## config.mk

```make
export PLATFORM = sky130hd
export DESIGN_NAME = dpsr_port_ctrl
export DESIGN_NICKNAME = d
export VERILOG_FILES = /design/src/hw/dpsr_pkg.sv /design/src/hw/dpsr_sync.sv /design/src/hw/dpsr_port_ctrl.sv
export VERILOG_INCLUDE_DIRS = /design/src /design/src/hw
export SDC_FILE = /design/constraint.sdc
export NUM_CORES = 1
export LEC_CHECK = 0
export BUFFER_PORTS_ARGS = -buffer_cell sky130_fd_sc_hd__buf_2
export CAP_MARGIN = 30
export CORE_UTILIZATION = 49
export CTS_BUF_LIST = sky130_fd_sc_hd__clkbuf_4
export DETAILED_ROUTE_END_ITERATION = 6
export GPL_ROUTABILITY_DRIVEN = 1
export PLACE_DENSITY = 0.78
export SYNTH_ARGS = -nofsm -noshare
export SYNTH_HDL_FRONTEND = slang
export SYNTH_SLANG_ARGS = --single-unit
```

## constraint.sdc

```tcl
create_clock -name clk_in -period 1.5 [get_ports clk_in]
set_input_delay 0.3 -clock clk_in [delete_from_list [all_inputs] [get_ports clk_in]]
set_output_delay 0.3 -clock clk_in [all_outputs]
set_load 0.005 [all_outputs]
```

## src/hw/dpsr_defs.svh

```systemverilog
// named constants for the dual-port static ram port controller
// assumes a 20 MHz controller clock and one ram port per controller
`ifndef DPSR_DEFS_SVH
`define DPSR_DEFS_SVH

// ==========================================================
// array geometry, deep and wide variant
`define DPSR_ADDR_W 16
`define DPSR_ADDR_W_SHALLOW 15
`define DPSR_DATA_W 18
`define DPSR_LANE_W 9
`define DPSR_LANE_W_NARROW 8
`define DPSR_TOKEN_COUNT 8
`define DPSR_TOKEN_SEL_W 3

// ==========================================================
// timing, times in ns
`define DPSR_CLK_NS 32'h0000_0032
`define DPSR_ACCESS_NS 32'h0000_0014
`define DPSR_CNT_W 4
// least access time rounds up to whole cycles
`define DPSR_ACC_CYC_RAW ((`DPSR_ACCESS_NS + `DPSR_CLK_NS - 32'h0000_0001) / `DPSR_CLK_NS)
`define DPSR_ACC_CYC 4'((`DPSR_ACC_CYC_RAW > 32'h0000_0000) ? `DPSR_ACC_CYC_RAW : 32'h0000_0001)
`define DPSR_SYNC_CYC 4'h2
`define DPSR_RECOVER_CYC 4'h1
`define DPSR_RETRY_MAX 4'h8
`define DPSR_CNT_ZERO 4'h0
`define DPSR_CNT_ONE 4'h1

`endif

```

## src/hw/dpsr_pkg.sv

```systemverilog
// types shared by the port controller, its checker, the ram model and the bench
// constants live in dpsr_defs.svh
`include "dpsr_defs.svh"

package dpsr_pkg;

    // ==========================================================
    // user request and answer
    typedef struct packed {
        logic write;
        logic token;
        logic [`DPSR_ADDR_W-1:0] addr;
        logic [`DPSR_DATA_W-1:0] wdata;
        logic upper;
        logic lower;
    } dpsr_req_type;

    typedef struct packed {
        logic valid;
        logic busy;
        logic [`DPSR_DATA_W-1:0] rdata;
    } dpsr_resp_type;

    // ==========================================================
    // pins driven towards the ram port
    typedef struct packed {
        logic chip_sel_low_active_n;
        logic chip_sel_high_active;
        logic read_not_write;
        logic out_en_n;
        logic upper_lane_sel_n;
        logic lower_lane_sel_n;
        logic token_latch_sel_n;
        logic [`DPSR_ADDR_W-1:0] addr;
        logic [`DPSR_DATA_W-1:0] wdata;
        logic data_oe_n;
    } dpsr_pins_type;

    typedef enum logic [2:0] {
        DPSR_IDLE,
        DPSR_SETUP,
        DPSR_ACCESS,
        DPSR_HOLD,
        DPSR_RECOVER
    } dpsr_state_type;

    typedef struct packed {
        dpsr_state_type state;
        logic [`DPSR_CNT_W-1:0] cnt;
        logic [`DPSR_CNT_W-1:0] retries;
        dpsr_req_type req;
        dpsr_pins_type pins;
        dpsr_resp_type resp;
        logic master_sel;
    } dpsr_ctrl_type;

endpackage : dpsr_pkg

```

## src/hw/dpsr_sync.sv

```systemverilog
// two-flop synchroniser for pins arriving from the ram
// assumes the inputs are asynchronous to clk_in
`timescale 1ns/1ps

module dpsr_sync #(
    parameter int WIDTH = 1,
    parameter logic [WIDTH-1:0] RESET_VAL = '0
) (
    // clock and reset
    input wire logic clk_in,
    input wire logic rst_n_in,
    // pins
    input wire logic [WIDTH-1:0] async_in,
    output logic [WIDTH-1:0] sync_out
);
    typedef struct packed {
        logic [WIDTH-1:0] first;
        logic [WIDTH-1:0] second;
    } dpsr_sync_type;

    dpsr_sync_type sync_reg;
    dpsr_sync_type sync_next;

    // ==========================================================
    // first stage feeds only the second stage
    always_comb begin
        sync_next = sync_reg;
        sync_next.first = async_in;
        sync_next.second = sync_reg.first;
    end

    always_ff @(posedge clk_in or negedge rst_n_in) begin
        if (!rst_n_in) begin
            // reset to the pin's idle level so no false flag follows reset
            sync_reg <= '{first: RESET_VAL, second: RESET_VAL};
        end else begin
            sync_reg <= sync_next;
        end
    end

    assign sync_out = sync_reg.second;

endmodule : dpsr_sync

```

## src/hw/dpsr_port_ctrl.sv

```systemverilog
// host controller that drives one port of an asynchronous dual-port static ram
// assumes the ram pins are asynchronous; busy and interrupt come back on pins
// What the datasheet requires
// RULE1 - each port reads or writes independently
// RULE2 - same word reachable from both ports
// RULE3 - 32K/64K words, 16/18 bits wide
// RULE4 - selected: first enable low, second high
// RULE5 - upper and lower selects gate lanes
// RULE6 - busy flags access to contested location
// RULE7 - busy pin output as master, input slave
// RULE8 - master/slave select allows wider gangs
// RULE9 - interrupt flag carries mailbox between ports
// RULE10 - eight shared semaphore latches
// RULE11 - each latch owned by one port
// RULE12 - semaphore enable steers to latches
// RULE13 - deselected port enters low power
// RULE14 - on-chip arbitration on same data
// RULE15 - read/write chooses, output enable drives
// RULE16 - device drives data only when reading
// RULE17 - busy port's write is inhibited
`timescale 1ns/1ps
`include "dpsr_defs.svh"

module dpsr_port_ctrl (
    // clock and reset
    input wire logic clk_in,
    input wire logic rst_n_in,
    // user request
    input wire logic req_valid_in,
    input wire dpsr_pkg::dpsr_req_type req_in,
    output logic req_ready_out,
    // user answer
    output dpsr_pkg::dpsr_resp_type resp_out,
    output logic mailbox_int_out,
    // configuration strap
    input wire logic master_sel_in,
    output logic master_sel_out,
    // ram control pins
    output logic chip_sel_low_active_n_out,
    output logic chip_sel_high_active_out,
    output logic read_not_write_out,
    output logic out_en_n_out,
    output logic upper_lane_sel_n_out,
    output logic lower_lane_sel_n_out,
    output logic token_latch_sel_n_out,
    output logic [`DPSR_ADDR_W-1:0] addr_out,
    // ram data pins, three signals per two-way pin
    input wire logic [`DPSR_DATA_W-1:0] data_in,
    output logic [`DPSR_DATA_W-1:0] data_out,
    output logic data_oe_n_out,
    // ram flags
    input wire logic busy_n_in,
    input wire logic int_n_in
);
    import dpsr_pkg::*;

    dpsr_ctrl_type ctrl_reg;
    dpsr_ctrl_type ctrl_next;
    logic [`DPSR_DATA_W-1:0] data_sync;
    logic busy_n_sync;
    logic int_n_sync;
    logic [`DPSR_CNT_W-1:0] access_len;

    // ==========================================================
    // pin synchronisers
    dpsr_sync #(
        .WIDTH(`DPSR_DATA_W)
    ) u_data_sync (
        .clk_in(clk_in),
        .rst_n_in(rst_n_in),
        .async_in(data_in),
        .sync_out(data_sync)
    );

    // RULE7 busy read back
    dpsr_sync #(
        .WIDTH(1),
        .RESET_VAL(1'b1)
    ) u_busy_sync (
        .clk_in(clk_in),
        .rst_n_in(rst_n_in),
        .async_in(busy_n_in),
        .sync_out(busy_n_sync)
    );

    // RULE9 mailbox flag
    dpsr_sync #(
        .WIDTH(1),
        .RESET_VAL(1'b1)
    ) u_int_sync (
        .clk_in(clk_in),
        .rst_n_in(rst_n_in),
        .async_in(int_n_in),
        .sync_out(int_n_sync)
    );

    // access lasts the ram access time plus the synchroniser delay, so that
    // busy and read data seen at the end belong to this very access
    assign access_len = `DPSR_ACC_CYC + `DPSR_SYNC_CYC;

    // ==========================================================
    // sequencer
    always_comb begin
        ctrl_next = ctrl_reg;
        ctrl_next.resp.valid = 1'b0;
        ctrl_next.master_sel = master_sel_in;
        case (ctrl_reg.state)
            DPSR_IDLE: begin
                if (req_valid_in) begin
                    ctrl_next.req = req_in;
                    ctrl_next.retries = `DPSR_CNT_ZERO;
                    ctrl_next.state = DPSR_SETUP;
                    ctrl_next.pins.addr = req_in.addr;
                    ctrl_next.pins.wdata = req_in.wdata;
                    ctrl_next.pins.read_not_write = 1'b1;
                    ctrl_next.pins.out_en_n = 1'b1;
                    // RULE12 token access path
                    if (req_in.token) begin
                        ctrl_next.pins.token_latch_sel_n = 1'b0;
                    end else begin
                        // RULE4 select the port
                        ctrl_next.pins.chip_sel_low_active_n = 1'b0;
                        ctrl_next.pins.chip_sel_high_active = 1'b1;
                    end
                    // RULE5 lane gating
                    ctrl_next.pins.upper_lane_sel_n = !req_in.upper;
                    ctrl_next.pins.lower_lane_sel_n = !req_in.lower;
                end
            end
            DPSR_SETUP: begin
                ctrl_next.cnt = `DPSR_CNT_ZERO;
                ctrl_next.state = DPSR_ACCESS;
                // RULE15 choose read or write
                if (ctrl_reg.req.write) begin
                    ctrl_next.pins.read_not_write = 1'b0;
                    ctrl_next.pins.data_oe_n = 1'b0;
                end else begin
                    // RULE16 ram drives only on read
                    ctrl_next.pins.out_en_n = 1'b0;
                end
            end
            DPSR_ACCESS: begin
                ctrl_next.cnt = ctrl_reg.cnt + `DPSR_CNT_ONE;
                if (ctrl_reg.cnt == access_len - `DPSR_CNT_ONE) begin
                    ctrl_next.state = DPSR_HOLD;
                    // end write first, keep data driven one more cycle for hold
                    ctrl_next.pins.read_not_write = 1'b1;
                    ctrl_next.pins.out_en_n = 1'b1;
                    ctrl_next.resp.rdata = data_sync;
                    // RULE6 lost arbitration seen
                    ctrl_next.resp.busy = !busy_n_sync;
                end
            end
            DPSR_HOLD: begin
                ctrl_next.pins.data_oe_n = 1'b1;
                ctrl_next.cnt = `DPSR_CNT_ZERO;
                // RULE17 contested write repeated
                if (ctrl_reg.req.write && ctrl_reg.resp.busy
                        && ctrl_reg.retries != `DPSR_RETRY_MAX) begin
                    ctrl_next.retries = ctrl_reg.retries + `DPSR_CNT_ONE;
                    ctrl_next.state = DPSR_SETUP;
                end else begin
                    // RULE13 deselect for low power
                    ctrl_next.pins.chip_sel_low_active_n = 1'b1;
                    ctrl_next.pins.chip_sel_high_active = 1'b0;
                    ctrl_next.pins.token_latch_sel_n = 1'b1;
                    ctrl_next.pins.upper_lane_sel_n = 1'b1;
                    ctrl_next.pins.lower_lane_sel_n = 1'b1;
                    ctrl_next.resp.valid = 1'b1;
                    ctrl_next.state = DPSR_RECOVER;
                end
            end
            DPSR_RECOVER: begin
                // a deselected gap lets the other side see the token change
                ctrl_next.cnt = ctrl_reg.cnt + `DPSR_CNT_ONE;
                if (ctrl_reg.cnt == `DPSR_RECOVER_CYC - `DPSR_CNT_ONE) begin
                    ctrl_next.state = DPSR_IDLE;
                end
            end
            default: begin
                ctrl_next.state = DPSR_IDLE;
            end
        endcase
    end

    always_ff @(posedge clk_in or negedge rst_n_in) begin
        if (!rst_n_in) begin
            ctrl_reg <= '0;
            ctrl_reg.state <= DPSR_IDLE;
            ctrl_reg.pins.chip_sel_low_active_n <= 1'b1;
            ctrl_reg.pins.read_not_write <= 1'b1;
            ctrl_reg.pins.out_en_n <= 1'b1;
            ctrl_reg.pins.upper_lane_sel_n <= 1'b1;
            ctrl_reg.pins.lower_lane_sel_n <= 1'b1;
            ctrl_reg.pins.token_latch_sel_n <= 1'b1;
            ctrl_reg.pins.data_oe_n <= 1'b1;
        end else begin
            ctrl_reg <= ctrl_next;
        end
    end

    // ==========================================================
    // outputs
    assign req_ready_out = (ctrl_reg.state == DPSR_IDLE);
    assign resp_out = ctrl_reg.resp;
    assign mailbox_int_out = !int_n_sync;
    // RULE8 strap passed to the ram
    assign master_sel_out = ctrl_reg.master_sel;
    assign chip_sel_low_active_n_out = ctrl_reg.pins.chip_sel_low_active_n;
    assign chip_sel_high_active_out = ctrl_reg.pins.chip_sel_high_active;
    assign read_not_write_out = ctrl_reg.pins.read_not_write;
    assign out_en_n_out = ctrl_reg.pins.out_en_n;
    assign upper_lane_sel_n_out = ctrl_reg.pins.upper_lane_sel_n;
    assign lower_lane_sel_n_out = ctrl_reg.pins.lower_lane_sel_n;
    assign token_latch_sel_n_out = ctrl_reg.pins.token_latch_sel_n;
    assign addr_out = ctrl_reg.pins.addr;
    assign data_out = ctrl_reg.pins.wdata;
    assign data_oe_n_out = ctrl_reg.pins.data_oe_n;

endmodule : dpsr_port_ctrl

```

==> impl_metrics.csv, run 1 <==
group,metric,value,unit
run_status,outcome,"finished with violations",
run_status,violations,"negative setup slack",
critical_path,arrival,1.37,ns
critical_path,r2r_cells,5,
route,dr_wl_met3,791,um
clock_network,insertion_delay,0.52,ns
clock_network,clockRootBuffer,"clkbuf_4",
synth,synthDistinctLibCells,43,
clock_network,clk_pin_slew,0.13,ns
synth,synth.top_cell.area_share,0.563,
floorplan,rows,35,
route,routed.top_layer,"met4",
clock_network,ctsLongestPathBuffers,2,
pwr,seq_power_share,0.382,
synth,synth-seq-area-share,0.626,
critical_path,worst_ep_required_time,1.20,ns
final_layout,n_antenna_cell,0,
pwr,p_clk_frac,0.189,
timing,worst_slack,-0.170,ns
route,first_pass_iters,5,
place,place_area,5150,sq um
final_layout,postLayoutCellArea,6720,sq um
synth,synth_cells,401,
pwr,p_per_area,1880,nW/um^2
route,viasPerCell,4.96,
critical_path,r2r-end,"data_out[16]",
critical_path,end_kind,"primary output",
synth,synth_nets,468,
global_route,antenna_found_initial,0,
synth,synth_area_leaders,"dfrtp_1 (56%), nand2_1 (9.2%), buf_4 (8.8%)",
clock_network,cts_buffers,17,
job,maxCapViolCount,0,
clock_network,htree_levels,4,
timing,setup_violations,43,
pwr,internal_power,8.03,mW
clock_network,clock-sinks,115,
global_route,grt_overflow,0,
final_layout,seq_area,2890,sq um
route,wl,11500,um
critical_path,worstSetupPathType,"flop to primary output",
floorplan,die_h,99.1,um
synth,postSynthAreaPerCell,11.5,sq um
critical_path,path_buf_inv,2,
pwr,p_leak,3.37,nW
critical_path,path_cells,"buf_6 > nor3_4 > buf_2",
timing,fmax,599,MHz
critical_path,cp-start-kind,"flop",
route,route.vias.total,3516,
critical_path,rrSetupSlack,-0.16,ns
synth,ys.flop_type,"dfrtp_1",
synth,synth_edf_count,0,
pwr,p_switching,4.64,mW
critical_path,slowest_delay,0.44,ns
critical_path,crit_fanout,2,
global_route,grt_first_pass_wirelength,16700,um
floorplan,core-area,9200,sq um
synth,async_flop_share,1.00,
final_layout,n_fill_cell,591,
final_layout,layout.nets,652,
final_layout,area_delta_synth_final,45.4,%
floorplan,start_util,0.502,
hold_path,hp-class,"primary input to asynchronous set/reset pin",
global_route,first_global_vias,3552,
place,dp_hpwl,5880,um
pwr,swShare,0.366,
route,drt_iter0_drc,152,
timing,fin_crit_sh,1.11,
synth,yosysTopAreaCell,"dfrtp_1",
place,globalplace.congestion,0.827,
critical_path,cpMaxStageDelayCell,"dfrtp_1",
timing,min_period,1.67,ns
timing,slew_viol_final,0,
synth,syn-cell-area,4620,sq um
route,wl_met1,4580,um
critical_path,r2r-start,"ctrl_reg[109]",
route,ant_nets,0,
place,port_buffers,126,
synth,synth-seq-cells,115,
pwr,irDropWorstVdd,1.06,mV
floorplan,fp.dieW,99.1,um
pwr,p_comb_frac,0.430,
timing,rsz0062_at_grt,"yes",
synth,yosys_warnings,0,
timing,max_slew_margin,0.737,
route,drc,0,
timing,tightest_slew,0.393,ns
global_route,grt_start_max_net_pins,54,
timing,fin_hold_ws,0.210,ns
floorplan,ios,127,
timing,hold_violations,0,
critical_path,critPathTopFamily,"flip-flops",
floorplan,fp.dieArea,9820,sq um
final_layout,drive_gt1_frac,0.527,
timing,fin_worst_skew,0.0217,ns
final_layout,largest_reg_flops,20,
clock_network,tritoncts,"done",
route,wire_per_inst,16.2,um
route,met2_length,5940,um
final_layout,multi_input_area,1510,sq um
global_route,grt_use_total,0.224,
[layer usage]
metal | vias up | global-route usage
li1 | 1623 | -
met1 | 1724 | 0.272
met2 | 151 | 0.374
met3 | 18 | 0.0759
met4 | 0 | 0.0781
met5 | - | 0
[cell type report]
cell class	count	share of cell area
Clock buffer	17	0.0190
Clock inverter	15	0.0259
Inverter	11	0.00614
Multi-Input combinational cell	206	0.225
Sequential cell	115	0.430
Tap cell	111	0.0207
Timing Repair Buffer	234	0.274
[synthesized netlist by cell type (all sizes together), types with 2 or more instances]
cell type	instances
nand2	113
a31oi	3
o21ai	9
nor2b	2
nand3	5
nor4b	4
nand4	2
and3b	3
and2	2
o41ai	2
inv	11
ha	5
mux2i	5
nor2	8
buf	62
a221oi	2
nand2b	2
mux2	19
o2bb2ai	2
dfstp	11
dfrtp	104
clkbuf	7
nor3	4
[worst max-delay path by stage]
stage / from / to / depth (start not counted)
after floorplan: ctrl_reg[109] / addr_out[14] / 6
after global placement: ctrl_reg[109] / resp_out[9] / 5
after detailed placement: ctrl_reg[102] / ctrl_reg[103] / 5
after CTS: ctrl_reg[109] / req_ready_out / 3
after global routing: ctrl_reg[110] / req_ready_out / 3
final: ctrl_reg[110] / req_ready_out / 3
[stage by stage]
| stage | setup WS (ns) | power [mW] | utilization | std cells | TNS (ns) |
|---|---|---|---|---|---|
| 3_3_place_gp | 0.0424 | 8.21 | 0.561 | 594 | 0 |
| 4_1_cts | -0.190 | 11.4 | 0.680 | 699 | -1.66 |
| 5_1_grt | -0.231 | 13.4 | 0.731 | 709 | -7.13 |
| 3_5_place_dp | -0.0610 | 8.39 | 0.561 | 594 | -0.0683 |
| 2_1_floorplan | -0.0294 | 7.60 | - | 401 | -0.309 |
| 6_report | -0.170 | 12.7 | 0.731 | 709 | -4.83 |
[cells in the final DEF (no fill, tap or decap), drive strengths merged, types with 2 or more instances in the layout]
master / instances
mux2: 19
o2bb2ai: 2
clkbuf: 21
nor3: 4
dlygate4sd3: 60
nor2: 8
inv: 16
clkinv: 7
bufinv: 2
nand4: 2
nor2b: 2
nor4b: 4
o21ai: 9
a31oi: 3
o41ai: 2
and2: 2
and3b: 3
dfrtp: 104
ha: 5
nand2: 113
buf: 170
a221oi: 2
nand3: 5
mux2i: 5
nand2b: 2
dfstp: 11
[power by group through the flow]
| stage | logic [mW] | registers (mW) | clock network, mW |
|---|---|---|---|
| after floorplan | 2.96 | 4.65 | 0 |
| after global placement | 3.55 | 4.66 | 0 |
| after detailed placement | 3.70 | 4.69 | 0 |
| after CTS | 4.30 | 4.64 | 2.42 |
| after global routing | 5.89 | 4.93 | 2.58 |
| final | 5.45 | 4.83 | 2.39 |
[worst reg2reg max path: stages (launching register included)]
cell,delay (ns)
dfrtp_1,0.41
buf_4,0.15
or4b_4,0.66
clkbuf_16,0.23
nand2_4,0.07
nand2_1,0.06
[timing repair]
action | CTS | global route
endpoints found under the hold margin | 164 | 0
setup buffers | 11 | 3
setup endpoints to repair | 12 | 68
pin swaps | 6 | 53
hold buffers | 60 | 0
cloned | 2 | 7
resized for setup | 28 | 94
[cells by family (layout without fill, tap and decap cells)]
logic type      Yosys count  after routing  share of synthesized area
simple gates            151            151                      0.148
flops                   115            115                      0.626
buf+inv                  80            277                      0.115
compound gates           24             24                     0.0368
mux                      24             24                     0.0571
fa+ha+maj                 5              5                     0.0135
xor+xnor                  2              2                    0.00379
Note: power is estimated with default switching activity, not from simulation.
==> run 2: changes to the inputs <==
Settings changed: CAP_MARGIN 30 to 20, SKIP_LAST_GASP set to 1.
==> impl_metrics.csv, run 2 (synthesis gave the netlist of run 1 again) <==
group,metric,value,unit
final_layout,seq_area,2890,sq um
route,drc,0,
route,wire_per_inst,15.0,um
critical_path,cpMaxStageDelayCell,"dfrtp_1",
clock_network,ctsLongestPathBuffers,2,
floorplan,rows,35,
final_layout,drive_gt1_frac,0.423,
clock_network,tritoncts,"done",
place,preCtsSetupSlack,-0.0610,ns
timing,tightest_slew,0.394,ns
final_layout,final_cell_mix,"buf_2 (118), nand2_1 (113), dfrtp_1 (104), dlygate4sd3_1 (60), buf_4 (24)",
final_layout,postLayoutCellArea,6450,sq um
final_layout,n_antenna_cell,0,
floorplan,fp.dieArea,9820,sq um
route,ant_nets,0,
run_status,violations,"negative setup slack",
final_layout,largest_reg_flops,20,
timing,setup_violations,63,
timing,fin_crit_sh,1.11,
critical_path,crit_fanout,5,
run_status,outcome,"finished with violations",
clock_network,clock-sinks,115,
clock_network,insertion_delay,0.49,ns
clock_network,htree_levels,4,
timing,slew_viol_final,0,
clock_network,clk_pin_slew,0.11,ns
critical_path,crit_top_cell,"buf_6",
final_layout,utilization,0.701,
critical_path,path_cells,"buf_6 > buf_4 > buf_6 > nor2_4 > nand4_4 > clkbuf_16 > mux2_2",
critical_path,cp-start-kind,"flop",
floorplan,start_util,0.502,
final_layout,n_fill_cell,631,
floorplan,die_h,99.1,um
global_route,grt_start_max_net_pins,54,
clock_network,cts_buffers,17,
place,dp_hpwl,5880,um
timing,max_slew_margin,0.737,
pwr,p_per_area,1830,nW/um^2
critical_path,worstSetupPathType,"flop to flop",
place,place_area,5150,sq um
global_route,grt_overflow,0,
timing,hold_violations,0,
timing,fmax,602,MHz
global_route,grt_use_total,0.222,
place,port_buffers,126,
route,route.vias.total,3433,
route,viasPerCell,4.86,
final_layout,area_delta_synth_final,39.6,%
final_layout,layout.nets,650,
critical_path,worst_ep_required_time,1.87,ns
route,first_pass_iters,4,
route,wl,10600,um
final_layout,multi_input_area,1280,sq um
final_layout,mostFrequentLayoutCell,"buf_2",
timing,min_period,1.66,ns
critical_path,arrival,2.03,ns
clock_network,clockRootBuffer,"clkbuf_4",
hold_path,hp-class,"primary input to asynchronous set/reset pin",
pwr,p_leak,3.30,nW
place,globalplace.congestion,0.827,
global_route,antenna_found_initial,0,
route,drt_iter0_drc,180,
pwr,total_power,11.8,mW
floorplan,core-area,9200,sq um
critical_path,end_kind,"flop",
floorplan,ios,127,
global_route,grt_first_pass_wirelength,16700,um
timing,fin_worst_skew,0.0181,ns
global_route,first_global_vias,3561,
floorplan,fp.dieW,99.1,um
job,maxCapViolCount,0,
timing,rsz0062_at_grt,"yes",
pwr,irDropWorstVdd,1.02,mV
timing,fin_hold_ws,0.237,ns
timing,worst_slack,-0.162,ns
critical_path,slowest_delay,0.41,ns
## run 2: cell types whose count changed in the layout (fill, tap and decap cells not counted), sizes merged
| cell | previous run | this run |
|---|---|---|
| buf | 170 | 169 |
| clkbuf | 21 | 20 |
## run 2: power by group
group	internal, mW	switching, mW	total, mW
clock network	1.04	1.32	2.36
registers	4.13	0.564	4.70
logic	2.49	2.24	4.73
## run 2: path summary, 6_finish.rpt
check | startpoint | end | slack (ns) | depth (start not counted)
setup / recovery | ctrl_reg[109] | resp_out[17] | -0.16 | 7
hold / removal | rst_n_in | ctrl_reg[105] | 0.24 | 2
setup reg to reg | ctrl_reg[109] | resp_out[17] | -0.16 | 7
hold reg to reg | u_data_sync.sync_next[16] | u_data_sync.sync_out[16] | 0.35 | 0
max in group asynchronous | rst_n_in | token_latch_sel_n_out | 0.65 | 3
min in group clk_in | req_valid_in | ctrl_reg[109] | 0.30 | 4
## run 2: timing repair
item / in CTS / in global routing
pin swaps: 3 / 4
setup buffers: 11 / 4
setup endpoints to repair: 12 / 70
cloned: 2 / 4
hold buffers: 60 / 0
endpoints found under the hold margin: 164 / 0
gates resized for setup: 18 / 29
## run 2: metrics by stage
stage | std cells | setup TNS (ns)
final | 707 | -6.83
after global routing | 707 | -10.62
after CTS | 699 | -3.01
after detailed placement | 594 | -0.0683
after global placement | 594 | 0
after floorplan | 401 | -0.309
## run 2: layout make-up
| class | count | area share |
|---|---|---|
| Timing Repair Buffer | 232 | 0.278 |
| Tap cell | 111 | 0.0215 |
| Inverter | 11 | 0.00640 |
| Multi-Input combinational cell | 206 | 0.199 |
| Clock inverter | 15 | 0.0270 |
| Clock buffer | 17 | 0.0198 |
| Sequential cell | 115 | 0.448 |
## run 2: metal layers
metal | part of all wire | GRT usage | vias up
li1 | - | - | 1616
met3 | 0.066 | 0.0710 | 12
met4 | 0.015 | 0.0860 | 0
met5 | 0 | 0 | -
met1 | 0.41 | 0.269 | 1667
met2 | 0.51 | 0.373 | 138
## run 2: worst max-delay path: cells and delay by family (launching register included)
kind                   cells  cell delay [ns]
buffers and inverters      4             0.59
DFF                        1             0.41
muxes                      1             0.28
and+or+nand+nor            2             0.26
